$ cat config.mk
export PLATFORM = sky130hd
export DESIGN_NAME = elr_event_log
export DESIGN_NICKNAME = d
export VERILOG_FILES = /design/src/elr_pkg.sv /design/src/elr_event_log.sv /design/src/elr_btn_sync.sv /design/src/elr_timer.sv
export VERILOG_INCLUDE_DIRS = /design/src
export SDC_FILE = /design/constraint.sdc
export NUM_CORES = 2
export LEC_CHECK = 0
export ABC_AREA = 0
export BUFFER_PORTS_ARGS = -buffer_cell sky130_fd_sc_hd__buf_4
export CAP_MARGIN = 20
export CORE_MARGIN = 2
export CORE_UTILIZATION = 25
export DETAILED_ROUTE_END_ITERATION = 10
export GPL_TIMING_DRIVEN = 0
export PLACE_DENSITY = 0.49
export SETUP_SLACK_MARGIN = 0.3
export SLEW_MARGIN = 30
export SYNTH_ARGS = -nofsm -noshare
export SYNTH_HDL_FRONTEND = slang
export SYNTH_HIERARCHICAL = 1
export SYNTH_SLANG_ARGS = --single-unit
$ cat constraint.sdc
create_clock -name clk -period 8.98 [get_ports clk]
set_input_delay 0.898 -clock clk [delete_from_list [all_inputs] [get_ports clk]]
set_output_delay 0.898 -clock clk [all_outputs]
set_load 0.01 [all_outputs]
$ cat src/elr_map.svh
// Event log recall constants: symbol codes, queue sizes and timing figures
// Function
// RULE1 - New event code is shown about five seconds with a short warning bleep.
// RULE2 - Each recorded event stores its code with the lift position at that moment.
// RULE3 - Same code and position as newest entry bumps its count instead of adding.
// RULE4 - Each entry has a day-age counter stepped roughly every twenty-four hours.
// RULE5 - Queue holds twenty entries; adding when full drops the oldest one.
// RULE6 - Recall never blocks logging; events during recall still enter the queue.
// RULE7 - First step press shows newest code and its stored position with point lit.
// RULE8 - Count press in recall shows the selected entry's occurrence count.
// RULE9 - Age press in recall shows the selected entry's age in days, zero is today.
// RULE10 - Further step presses select the next older entry, code and stored position.
// RULE11 - After the oldest entry a hyphen shows, then stepping wraps to newest.
// RULE12 - Exit press shows a hyphen, then after two seconds the present position.
// RULE13 - Recall ends by itself after twenty seconds without any button press.
// RULE14 - Codes zero to nine name the ten basic lift faults in fixed order.
// RULE15 - Letter codes name overload, engineer, shutdown, nudging and other faults.
// RULE16 - Code C first means calls handed over, repeated means calls cancelled.
// RULE17 - Engineer press with no code shown shows three bars, bleeps, logs code B.
// RULE18 - Occurrence and day-age counters stop at their maximum instead of wrapping.
`ifndef ELR_MAP_SVH
`define ELR_MAP_SVH

// ----------------------------------------
// Queue geometry
// ----------------------------------------
`define ELR_DEPTH 20
`define ELR_CNT_W 8
`define ELR_AGE_W 8
`define ELR_POS_W 8

// ----------------------------------------
// Display symbols (digits 0..9 are their own value)
// ----------------------------------------
`define ELR_SYM_OVERLOAD 5'h0a
`define ELR_SYM_ENGINEER 5'h0b
`define ELR_SYM_CALLXFER 5'h0c
`define ELR_SYM_SHUTDOWN 5'h0e
`define ELR_SYM_NUDGE 5'h0f
`define ELR_SYM_MEMFAIL 5'h10
`define ELR_SYM_STACK 5'h11
`define ELR_SYM_LANDFEED 5'h12
`define ELR_SYM_PROGERR 5'h13
`define ELR_SYM_EDGEOVT 5'h14
`define ELR_SYM_CARFEED 5'h15
`define ELR_SYM_USER 5'h16
`define ELR_SYM_STARTFAIL 5'h17
`define ELR_SYM_HYPHEN 5'h1e
`define ELR_SYM_BLANK 5'h1f

// ----------------------------------------
// Timing
// ----------------------------------------
`define ELR_CLK_HZ 10000000
`define ELR_SHOW_TIME_S 5
`define ELR_BLEEP_TIME_MS 100
`define ELR_EXIT_TIME_S 2
`define ELR_IDLE_TIME_S 20
`define ELR_DAY_TIME_H 24
`define ELR_SHOW_CYCLES (`ELR_SHOW_TIME_S * `ELR_CLK_HZ)
`define ELR_BLEEP_CYCLES (`ELR_BLEEP_TIME_MS * (`ELR_CLK_HZ / 1000))
`define ELR_EXIT_CYCLES (`ELR_EXIT_TIME_S * `ELR_CLK_HZ)
`define ELR_IDLE_CYCLES (`ELR_IDLE_TIME_S * `ELR_CLK_HZ)
`define ELR_DAY_CYCLES (64'd3600 * `ELR_DAY_TIME_H * `ELR_CLK_HZ)

`endif

$ cat src/elr_pkg.sv
// Event log recall types
package elr_pkg;
	typedef enum logic [1:0] {ELR_IDLE, ELR_RECALL, ELR_LEAVING} elr_state_e;
	typedef enum logic [2:0] {ELR_PD_PRESENT, ELR_PD_STORED, ELR_PD_COUNT, ELR_PD_AGE,
		ELR_PD_HYPHEN, ELR_PD_BARS} elr_pdmode_e;
	typedef logic [4:0] elr_sym_t;
endpackage

$ cat src/elr_event_log.sv
// Event log with recall displays for the lift controller
`timescale 1ns/1ps
`include "elr_map.svh"
module elr_event_log import elr_pkg::*; #(
	parameter int DEPTH = `ELR_DEPTH,
	parameter int POS_W = `ELR_POS_W,
	parameter logic [31:0] SHOW_CYCLES = 32'(`ELR_SHOW_CYCLES),
	parameter logic [31:0] BLEEP_CYCLES = 32'(`ELR_BLEEP_CYCLES),
	parameter logic [31:0] EXIT_CYCLES = 32'(`ELR_EXIT_CYCLES),
	parameter logic [31:0] IDLE_CYCLES = 32'(`ELR_IDLE_CYCLES),
	parameter logic [39:0] DAY_CYCLES = 40'(`ELR_DAY_CYCLES)
) (
	// Clock and reset
	input wire logic clk,
	input wire logic nrst,
	// Event source, same clock domain
	input wire logic event_strobe,
	input wire elr_sym_t event_code,
	input wire logic [POS_W-1:0] lift_position,
	// Service pushbuttons, raw pins, active high
	input wire logic recall_step_button,
	input wire logic occurrence_count_button,
	input wire logic day_age_button,
	input wire logic engineer_visit_button,
	input wire logic recall_exit_button,
	// Event code display and bleep
	output elr_sym_t event_disp_sym,
	output logic event_disp_dp,
	output logic bleep,
	// Position display and recall mode flag
	output elr_pdmode_e pos_disp_mode,
	output logic [7:0] pos_disp_value,
	output logic pos_disp_dp,
	output logic recall_active
);
	localparam int CW = `ELR_CNT_W;
	localparam int AW = `ELR_AGE_W;
	localparam int IW = $clog2(DEPTH + 1);

	// ----------------------------------------
	// Ring arithmetic
	// ----------------------------------------
	function automatic logic [IW-1:0] ring_inc(input logic [IW-1:0] p);
		ring_inc = (p == IW'(DEPTH - 1)) ? '0 : p + 1'b1;
	endfunction

	function automatic logic [IW-1:0] ring_back(input logic [IW-1:0] p, input logic [IW-1:0] off);
		ring_back = (p >= off) ? p - off : IW'(p + IW'(DEPTH) - off);
	endfunction

	// ----------------------------------------
	// Buttons and timers
	// ----------------------------------------
	logic step_press, cnt_press, age_press, eng_press, exit_press;
	logic show_load, bleep_load, exit_load, idle_load, day_load;
	logic show_busy, bleep_busy, exit_busy, idle_busy, day_busy;
	logic show_done, bleep_done, exit_done, idle_done, day_done;

	elr_btn_sync u_step (.clk(clk), .nrst(nrst), .pin(recall_step_button), .press(step_press));
	elr_btn_sync u_cnt (.clk(clk), .nrst(nrst), .pin(occurrence_count_button), .press(cnt_press));
	elr_btn_sync u_age (.clk(clk), .nrst(nrst), .pin(day_age_button), .press(age_press));
	elr_btn_sync u_eng (.clk(clk), .nrst(nrst), .pin(engineer_visit_button), .press(eng_press));
	elr_btn_sync u_exit (.clk(clk), .nrst(nrst), .pin(recall_exit_button), .press(exit_press));

	elr_timer #(.W(32)) u_show (.clk(clk), .nrst(nrst), .load(show_load), .period(SHOW_CYCLES),
		.busy(show_busy), .done(show_done));
	elr_timer #(.W(32)) u_bleep (.clk(clk), .nrst(nrst), .load(bleep_load), .period(BLEEP_CYCLES),
		.busy(bleep_busy), .done(bleep_done));
	elr_timer #(.W(32)) u_exit_t (.clk(clk), .nrst(nrst), .load(exit_load), .period(EXIT_CYCLES),
		.busy(exit_busy), .done(exit_done));
	elr_timer #(.W(32)) u_idle (.clk(clk), .nrst(nrst), .load(idle_load), .period(IDLE_CYCLES),
		.busy(idle_busy), .done(idle_done));
	elr_timer #(.W(40)) u_day (.clk(clk), .nrst(nrst), .load(day_load), .period(DAY_CYCLES),
		.busy(day_busy), .done(day_done));

	// ----------------------------------------
	// State
	// ----------------------------------------
	elr_sym_t code_reg [DEPTH];
	elr_sym_t code_next [DEPTH];
	logic [POS_W-1:0] pos_reg [DEPTH];
	logic [POS_W-1:0] pos_next [DEPTH];
	logic [CW-1:0] cnt_reg [DEPTH];
	logic [CW-1:0] cnt_next [DEPTH];
	logic [AW-1:0] age_reg [DEPTH];
	logic [AW-1:0] age_next [DEPTH];
	logic [IW-1:0] wr_ptr_reg, wr_ptr_next, fill_reg, fill_next, offset_reg, offset_next;
	logic [IW-1:0] sel, step_off;
	elr_state_e state_reg, state_next;
	elr_pdmode_e pdmode_reg, pdmode_next, pos_disp_mode_reg, pos_disp_mode_next;
	elr_sym_t newcode_reg, newcode_next, event_disp_sym_reg, event_disp_sym_next, new_code;
	logic newdp_reg, newdp_next, event_disp_dp_reg, event_disp_dp_next;
	logic bleep_reg, pos_disp_dp_reg, pos_disp_dp_next, recall_active_reg;
	logic [7:0] pos_disp_value_reg, pos_disp_value_next;
	logic new_valid, eng_take, merge, any_press, sel_valid;

	// Queue, recall sequencer and display selection
	always_comb begin
		for (int i = 0; i < DEPTH; i++) begin
			code_next[i] = code_reg[i];
			pos_next[i] = pos_reg[i];
			cnt_next[i] = cnt_reg[i];
			age_next[i] = age_reg[i];
		end
		wr_ptr_next = wr_ptr_reg;
		fill_next = fill_reg;
		offset_next = offset_reg;
		state_next = state_reg;
		pdmode_next = pdmode_reg;
		newcode_next = newcode_reg;
		newdp_next = newdp_reg;
		exit_load = 1'b0;
		day_load = ~day_busy;

		// Day ageing of every entry, held at full scale
		if (day_done) begin
			for (int i = 0; i < DEPTH; i++) begin
				if (age_reg[i] != '1) begin // RULE18
					age_next[i] = age_reg[i] + 1'b1; // RULE4
				end
			end
		end

		// Engineer mark only when the show timer is idle, in recall too; a fault in the same cycle wins
		eng_take = eng_press & ~event_strobe & ~show_busy; // RULE17
		new_valid = event_strobe | eng_take; // RULE6
		new_code = event_strobe ? event_code : `ELR_SYM_ENGINEER; // RULE17
		merge = new_valid && (fill_reg != '0) && (code_reg[wr_ptr_reg] == new_code)
			&& (pos_reg[wr_ptr_reg] == lift_position); // RULE3

		if (merge) begin
			if (cnt_reg[wr_ptr_reg] != '1) begin // RULE18
				cnt_next[wr_ptr_reg] = cnt_reg[wr_ptr_reg] + 1'b1; // RULE3
			end
		end else if (new_valid) begin
			// Oldest slot is simply overwritten once the ring is full
			wr_ptr_next = ring_inc(wr_ptr_reg); // RULE5
			code_next[wr_ptr_next] = new_code; // RULE2
			pos_next[wr_ptr_next] = lift_position; // RULE2
			cnt_next[wr_ptr_next] = CW'(1);
			age_next[wr_ptr_next] = '0;
			if (fill_reg != IW'(DEPTH)) begin
				fill_next = fill_reg + 1'b1; // RULE5
			end
		end
		if (new_valid) begin
			newcode_next = new_code; // RULE1
			newdp_next = merge && (new_code == `ELR_SYM_CALLXFER); // RULE16
		end
		show_load = new_valid; // RULE1
		bleep_load = new_valid; // RULE1

		// Recall sequencer
		any_press = step_press | cnt_press | age_press | eng_press | exit_press;
		idle_load = any_press; // RULE13
		sel_valid = (offset_reg < fill_reg);
		step_off = (offset_reg >= fill_reg) ? '0 : offset_reg + 1'b1; // RULE11
		case (state_reg)
			ELR_IDLE: begin
				if (step_press) begin
					state_next = ELR_RECALL;
					offset_next = '0; // RULE7
					pdmode_next = (fill_reg == '0) ? ELR_PD_HYPHEN : ELR_PD_STORED; // RULE7
				end
			end
			ELR_RECALL: begin
				if (exit_press) begin
					state_next = ELR_LEAVING;
					pdmode_next = ELR_PD_HYPHEN; // RULE12
					exit_load = 1'b1; // RULE12
				end else if (idle_done) begin
					state_next = ELR_IDLE; // RULE13
					pdmode_next = ELR_PD_PRESENT;
				end else if (step_press) begin
					offset_next = step_off; // RULE10
					pdmode_next = (step_off == fill_reg) ? ELR_PD_HYPHEN : ELR_PD_STORED; // RULE11
				end else if (cnt_press && sel_valid) begin
					pdmode_next = ELR_PD_COUNT; // RULE8
				end else if (age_press && sel_valid) begin
					pdmode_next = ELR_PD_AGE; // RULE9
				end
			end
			ELR_LEAVING: begin
				if (exit_done) begin
					state_next = ELR_IDLE; // RULE12
					pdmode_next = ELR_PD_PRESENT;
				end
			end
			default: begin
				state_next = ELR_IDLE;
				pdmode_next = ELR_PD_PRESENT;
			end
		endcase

		// Display contents from present state; outputs lag state by one cycle
		sel = ring_back(wr_ptr_reg, offset_reg);
		event_disp_dp_next = 1'b0;
		pos_disp_mode_next = pdmode_reg;
		if (state_reg == ELR_RECALL) begin
			event_disp_sym_next = sel_valid ? code_reg[sel] : `ELR_SYM_HYPHEN; // RULE7
		end else if (state_reg == ELR_LEAVING) begin
			event_disp_sym_next = `ELR_SYM_HYPHEN; // RULE12
		end else begin
			event_disp_sym_next = show_busy ? newcode_reg : `ELR_SYM_BLANK; // RULE1 RULE14 RULE15
			event_disp_dp_next = show_busy & newdp_reg; // RULE16
			pos_disp_mode_next = (show_busy && newcode_reg == `ELR_SYM_ENGINEER) ? ELR_PD_BARS
				: ELR_PD_PRESENT; // RULE17
		end
		case (pos_disp_mode_next)
			ELR_PD_PRESENT: pos_disp_value_next = 8'(lift_position);
			ELR_PD_STORED: pos_disp_value_next = 8'(pos_reg[sel]); // RULE7
			ELR_PD_COUNT: pos_disp_value_next = 8'(cnt_reg[sel]); // RULE8
			ELR_PD_AGE: pos_disp_value_next = 8'(age_reg[sel]); // RULE9
			default: pos_disp_value_next = 8'h00;
		endcase
		pos_disp_dp_next = (pos_disp_mode_next == ELR_PD_STORED); // RULE7
	end

	// Register everything; reset clears the queue contents as well as the fill count
	always_ff @(posedge clk) begin
		if (!nrst) begin
			for (int i = 0; i < DEPTH; i++) begin
				code_reg[i] <= `ELR_SYM_BLANK;
				pos_reg[i] <= '0;
				cnt_reg[i] <= '0;
				age_reg[i] <= '0;
			end
			wr_ptr_reg <= IW'(DEPTH - 1);
			fill_reg <= '0;
			offset_reg <= '0;
			state_reg <= ELR_IDLE;
			pdmode_reg <= ELR_PD_PRESENT;
			newcode_reg <= `ELR_SYM_BLANK;
			newdp_reg <= 1'b0;
			event_disp_sym_reg <= `ELR_SYM_BLANK;
			event_disp_dp_reg <= 1'b0;
			bleep_reg <= 1'b0;
			pos_disp_mode_reg <= ELR_PD_PRESENT;
			pos_disp_value_reg <= 8'h00;
			pos_disp_dp_reg <= 1'b0;
			recall_active_reg <= 1'b0;
		end else begin
			for (int i = 0; i < DEPTH; i++) begin
				code_reg[i] <= code_next[i];
				pos_reg[i] <= pos_next[i];
				cnt_reg[i] <= cnt_next[i];
				age_reg[i] <= age_next[i];
			end
			wr_ptr_reg <= wr_ptr_next;
			fill_reg <= fill_next;
			offset_reg <= offset_next;
			state_reg <= state_next;
			pdmode_reg <= pdmode_next;
			newcode_reg <= newcode_next;
			newdp_reg <= newdp_next;
			event_disp_sym_reg <= event_disp_sym_next;
			event_disp_dp_reg <= event_disp_dp_next;
			bleep_reg <= bleep_busy; // RULE1
			pos_disp_mode_reg <= pos_disp_mode_next;
			pos_disp_value_reg <= pos_disp_value_next;
			pos_disp_dp_reg <= pos_disp_dp_next;
			recall_active_reg <= (state_reg != ELR_IDLE);
		end
	end

	// ----------------------------------------
	// Outputs
	// ----------------------------------------
	assign event_disp_sym = event_disp_sym_reg;
	assign event_disp_dp = event_disp_dp_reg;
	assign bleep = bleep_reg;
	assign pos_disp_mode = pos_disp_mode_reg;
	assign pos_disp_value = pos_disp_value_reg;
	assign pos_disp_dp = pos_disp_dp_reg;
	assign recall_active = recall_active_reg;
endmodule

$ cat src/elr_btn_sync.sv
// Pushbutton synchroniser with press detector
`timescale 1ns/1ps
module elr_btn_sync (
	// Clock and reset
	input wire logic clk,
	input wire logic nrst,
	// Raw pin, active high
	input wire logic pin,
	// One-cycle press pulse
	output logic press
);
	logic s1_reg, s2_reg, s3_reg, level_reg, press_reg;
	logic level_next, press_next;

	// Level moves only when the last two stages agree
	always_comb begin
		level_next = level_reg;
		if (s2_reg == s3_reg) begin
			level_next = s2_reg;
		end
		press_next = level_next & ~level_reg;
	end

	// Three-stage chain
	always_ff @(posedge clk) begin
		if (!nrst) begin
			s1_reg <= 1'b0;
			s2_reg <= 1'b0;
			s3_reg <= 1'b0;
			level_reg <= 1'b0;
			press_reg <= 1'b0;
		end else begin
			s1_reg <= pin;
			s2_reg <= s1_reg;
			s3_reg <= s2_reg;
			level_reg <= level_next;
			press_reg <= press_next;
		end
	end

	assign press = press_reg;
endmodule

$ cat src/elr_timer.sv
// Retriggerable down counter with expiry pulse
`timescale 1ns/1ps
module elr_timer #(
	parameter int W = 32
) (
	// Clock and reset
	input wire logic clk,
	input wire logic nrst,
	// Load request and period
	input wire logic load,
	input wire logic [W-1:0] period,
	// Status
	output logic busy,
	output logic done
);
	logic [W-1:0] cnt_reg, cnt_next;
	logic done_reg, done_next;

	// Reload wins over expiry so a retrigger never fires early
	always_comb begin
		cnt_next = cnt_reg;
		done_next = 1'b0;
		if (load) begin
			cnt_next = period;
		end else if (cnt_reg != '0) begin
			cnt_next = cnt_reg - 1'b1;
			done_next = (cnt_reg == {{(W-1){1'b0}}, 1'b1});
		end
	end

	// Count state
	always_ff @(posedge clk) begin
		if (!nrst) begin
			cnt_reg <= '0;
			done_reg <= 1'b0;
		end else begin
			cnt_reg <= cnt_next;
			done_reg <= done_next;
		end
	end

	assign busy = (cnt_reg != '0);
	assign done = done_reg;
endmodule

==> metrics.txt <==
Seq pwr share 36.0%; Slew @ Worst Pin 1.14 ns; root buffer cell clkbuf_16; Worst Setup Path Type reg2reg; DRT Wirelength 194000 µm; Max Cap Violations 0; initial antenna violation count 12; Clock Power Share 37.2%; total number of vias 41800; Rows 153; Syn Area/Cell 8.88 µm²; CP Capture Type flop; Setup Buffers After CTS 0; placed wire-length estimate 142000 µm; Skew-Pair Late Insertion Delay 0.75 ns; layout cells sized above 1 13.2%; Combinational Power Share 26.8%; Leakage 18.8 nW; TritonCTS Buffers 100; post-synth design cell area 0.0440 mm²; Layout Nets 5342; fin cells 7667; die area 0.179 mm²; Clock Sinks 827; Core ar. 0.174 mm²; RSZ-0062 raised after global routing false; placed cells 7486; Post-CTS Hold Fix Bufs 0; I/O pins 41; vias in the first global route 38800; Clock Pin Slew Worst Setup and Hold Paths 0.06 ns; initial core utilization 25.2%; crit path DAT 8.68 ns; final setup fails 0; Horiz. Die Dim 423 µm; DRT iter0 DRCs 4996; I/O Buffers 38; H-tree levels 3; worst vdd ir 0.214 mV; switching share of power 34.9%; PD cells 226 mW/mm²; Worst Skew 0.0519 ns; commonest non-fill, non-tap cell in the layout dfxtp_1; pins over their slew limit 0; status finished clean; pin count of the biggest net entering global routing 56; DRC Markers 0; yosys warns 6; Fin. Hold Viols 0; Final ANT Viol Nets 0; startpoint types flop; Worst Hold Class in2reg; NetSw 4.05 mW; Synth Instances 4951; DR vias/cell 5.45; Resized Gates After CTS 0; Syn-to-layout area delta 16.9%; CP Max Fanout 10; GP Congestion 0.987; Worst Setup Slack, final 0.867 ns; relative slew slack 24.0%; CTS tree yes; pre-CTS setup slack 1.34 ns; die height 423 µm; global-route wire length before repair 278000 µm; CTS max path bufs 3; min cycle time layout 8.11 ns; Worst EP required 9.54 ns; Global Route Usage Sum 21.0%; setup TNS 0 ns; fin crit share 90.3%; routed len/inst 25.4 µm; DR pass1 iterations 6; most frequent cells in the layout dfxtp_1, nand2_1, nor2_1; GRT overflow 0; Int Power 7.55 mW; Final Util 29.5%; achievable clock frequency 123 MHz; # fillers 18700
==> worst paths after layout <==
path / startpoint / to / cells after the start / slack, ns
setup / recovery: flop / cnt_reg[8][6] / 21 / 0.87
hold / removal: engineer_visit_button / u_eng/s1_reg / 2 / 0.39
setup reg to reg: flop / cnt_reg[8][6] / 21 / 0.87
hold reg to reg: u_step/s1_reg / u_step/s2_reg / 1 / 0.44
==> critical path, cell delays in order, from the launching register on <==
cell and delay [ns]:
dfxtp_1 0.31, buf_4 0.26, buf_6 0.26, buf_6 0.26
buf_2 0.61, buf_2 0.56, buf_2 0.51, mux4_2 0.60
a22oi_1 0.20, o31ai_1 0.13, a21oi_2 0.62, inv_1 0.33
ha_1 0.30, and2_1 0.16, inv_1 0.12, or3b_2 0.27
nor4b_4 0.63, buf_4 0.31, nand3_1 0.51, clkbuf_1 0.59
nand2_1 0.19, o22ai_1 0.09
==> power groups by stage <==
stage | combinational (mW) | clock [mW] | sequential [mW]
6_report | 3.10 | 4.32 | 4.18
5_1_grt | 3.35 | 4.53 | 4.22
4_1_cts | 3.05 | 4.38 | 4.18
3_5_place_dp | 3.03 | 0 | 4.26
3_3_place_gp | 3.01 | 0 | 4.25
2_1_floorplan | 2.11 | 0 | 4.18
==> stage by stage <==
step	instance area (µm²)	hold WS (ns)	total power, mW
after floorplan	44600	0.420	6.30
after global placement	47800	0.424	7.26
after detailed placement	48000	0.427	7.29
after CTS	51400	0.324	11.6
after global routing	51400	0.352	12.1
final	51400	0.388	11.6
==> per-layer routing <==
| layer | up-vias | share of wire (%) | track usage, % |
|---|---|---|---|
| met5 | - | 0.014 | 0 |
| met4 | 4 | 6.1 | 11.1 |
| met3 | 518 | 10 | 5.34 |
| met2 | 2219 | 42 | 30.9 |
| met1 | 20400 | 42 | 28.0 |
| li1 | 18700 | - | - |
==> layout make-up <==
class | instances | area, µm² | share of cell area [%]
diodes | 4 | 10.0 | 0.0195
flip-flops and latches | 827 | 16600 | 32.2
clock buffers | 147 | 2910 | 5.66
repair buffers | 44 | 362 | 0.703
multi-input cells | 3845 | 26100 | 50.8
inverters | 98 | 368 | 0.716
plain buffers | 347 | 1640 | 3.19
clock inverters | 30 | 510 | 0.993
well taps | 2325 | 2910 | 5.66
Note: power is estimated with default switching activity, not from simulation.
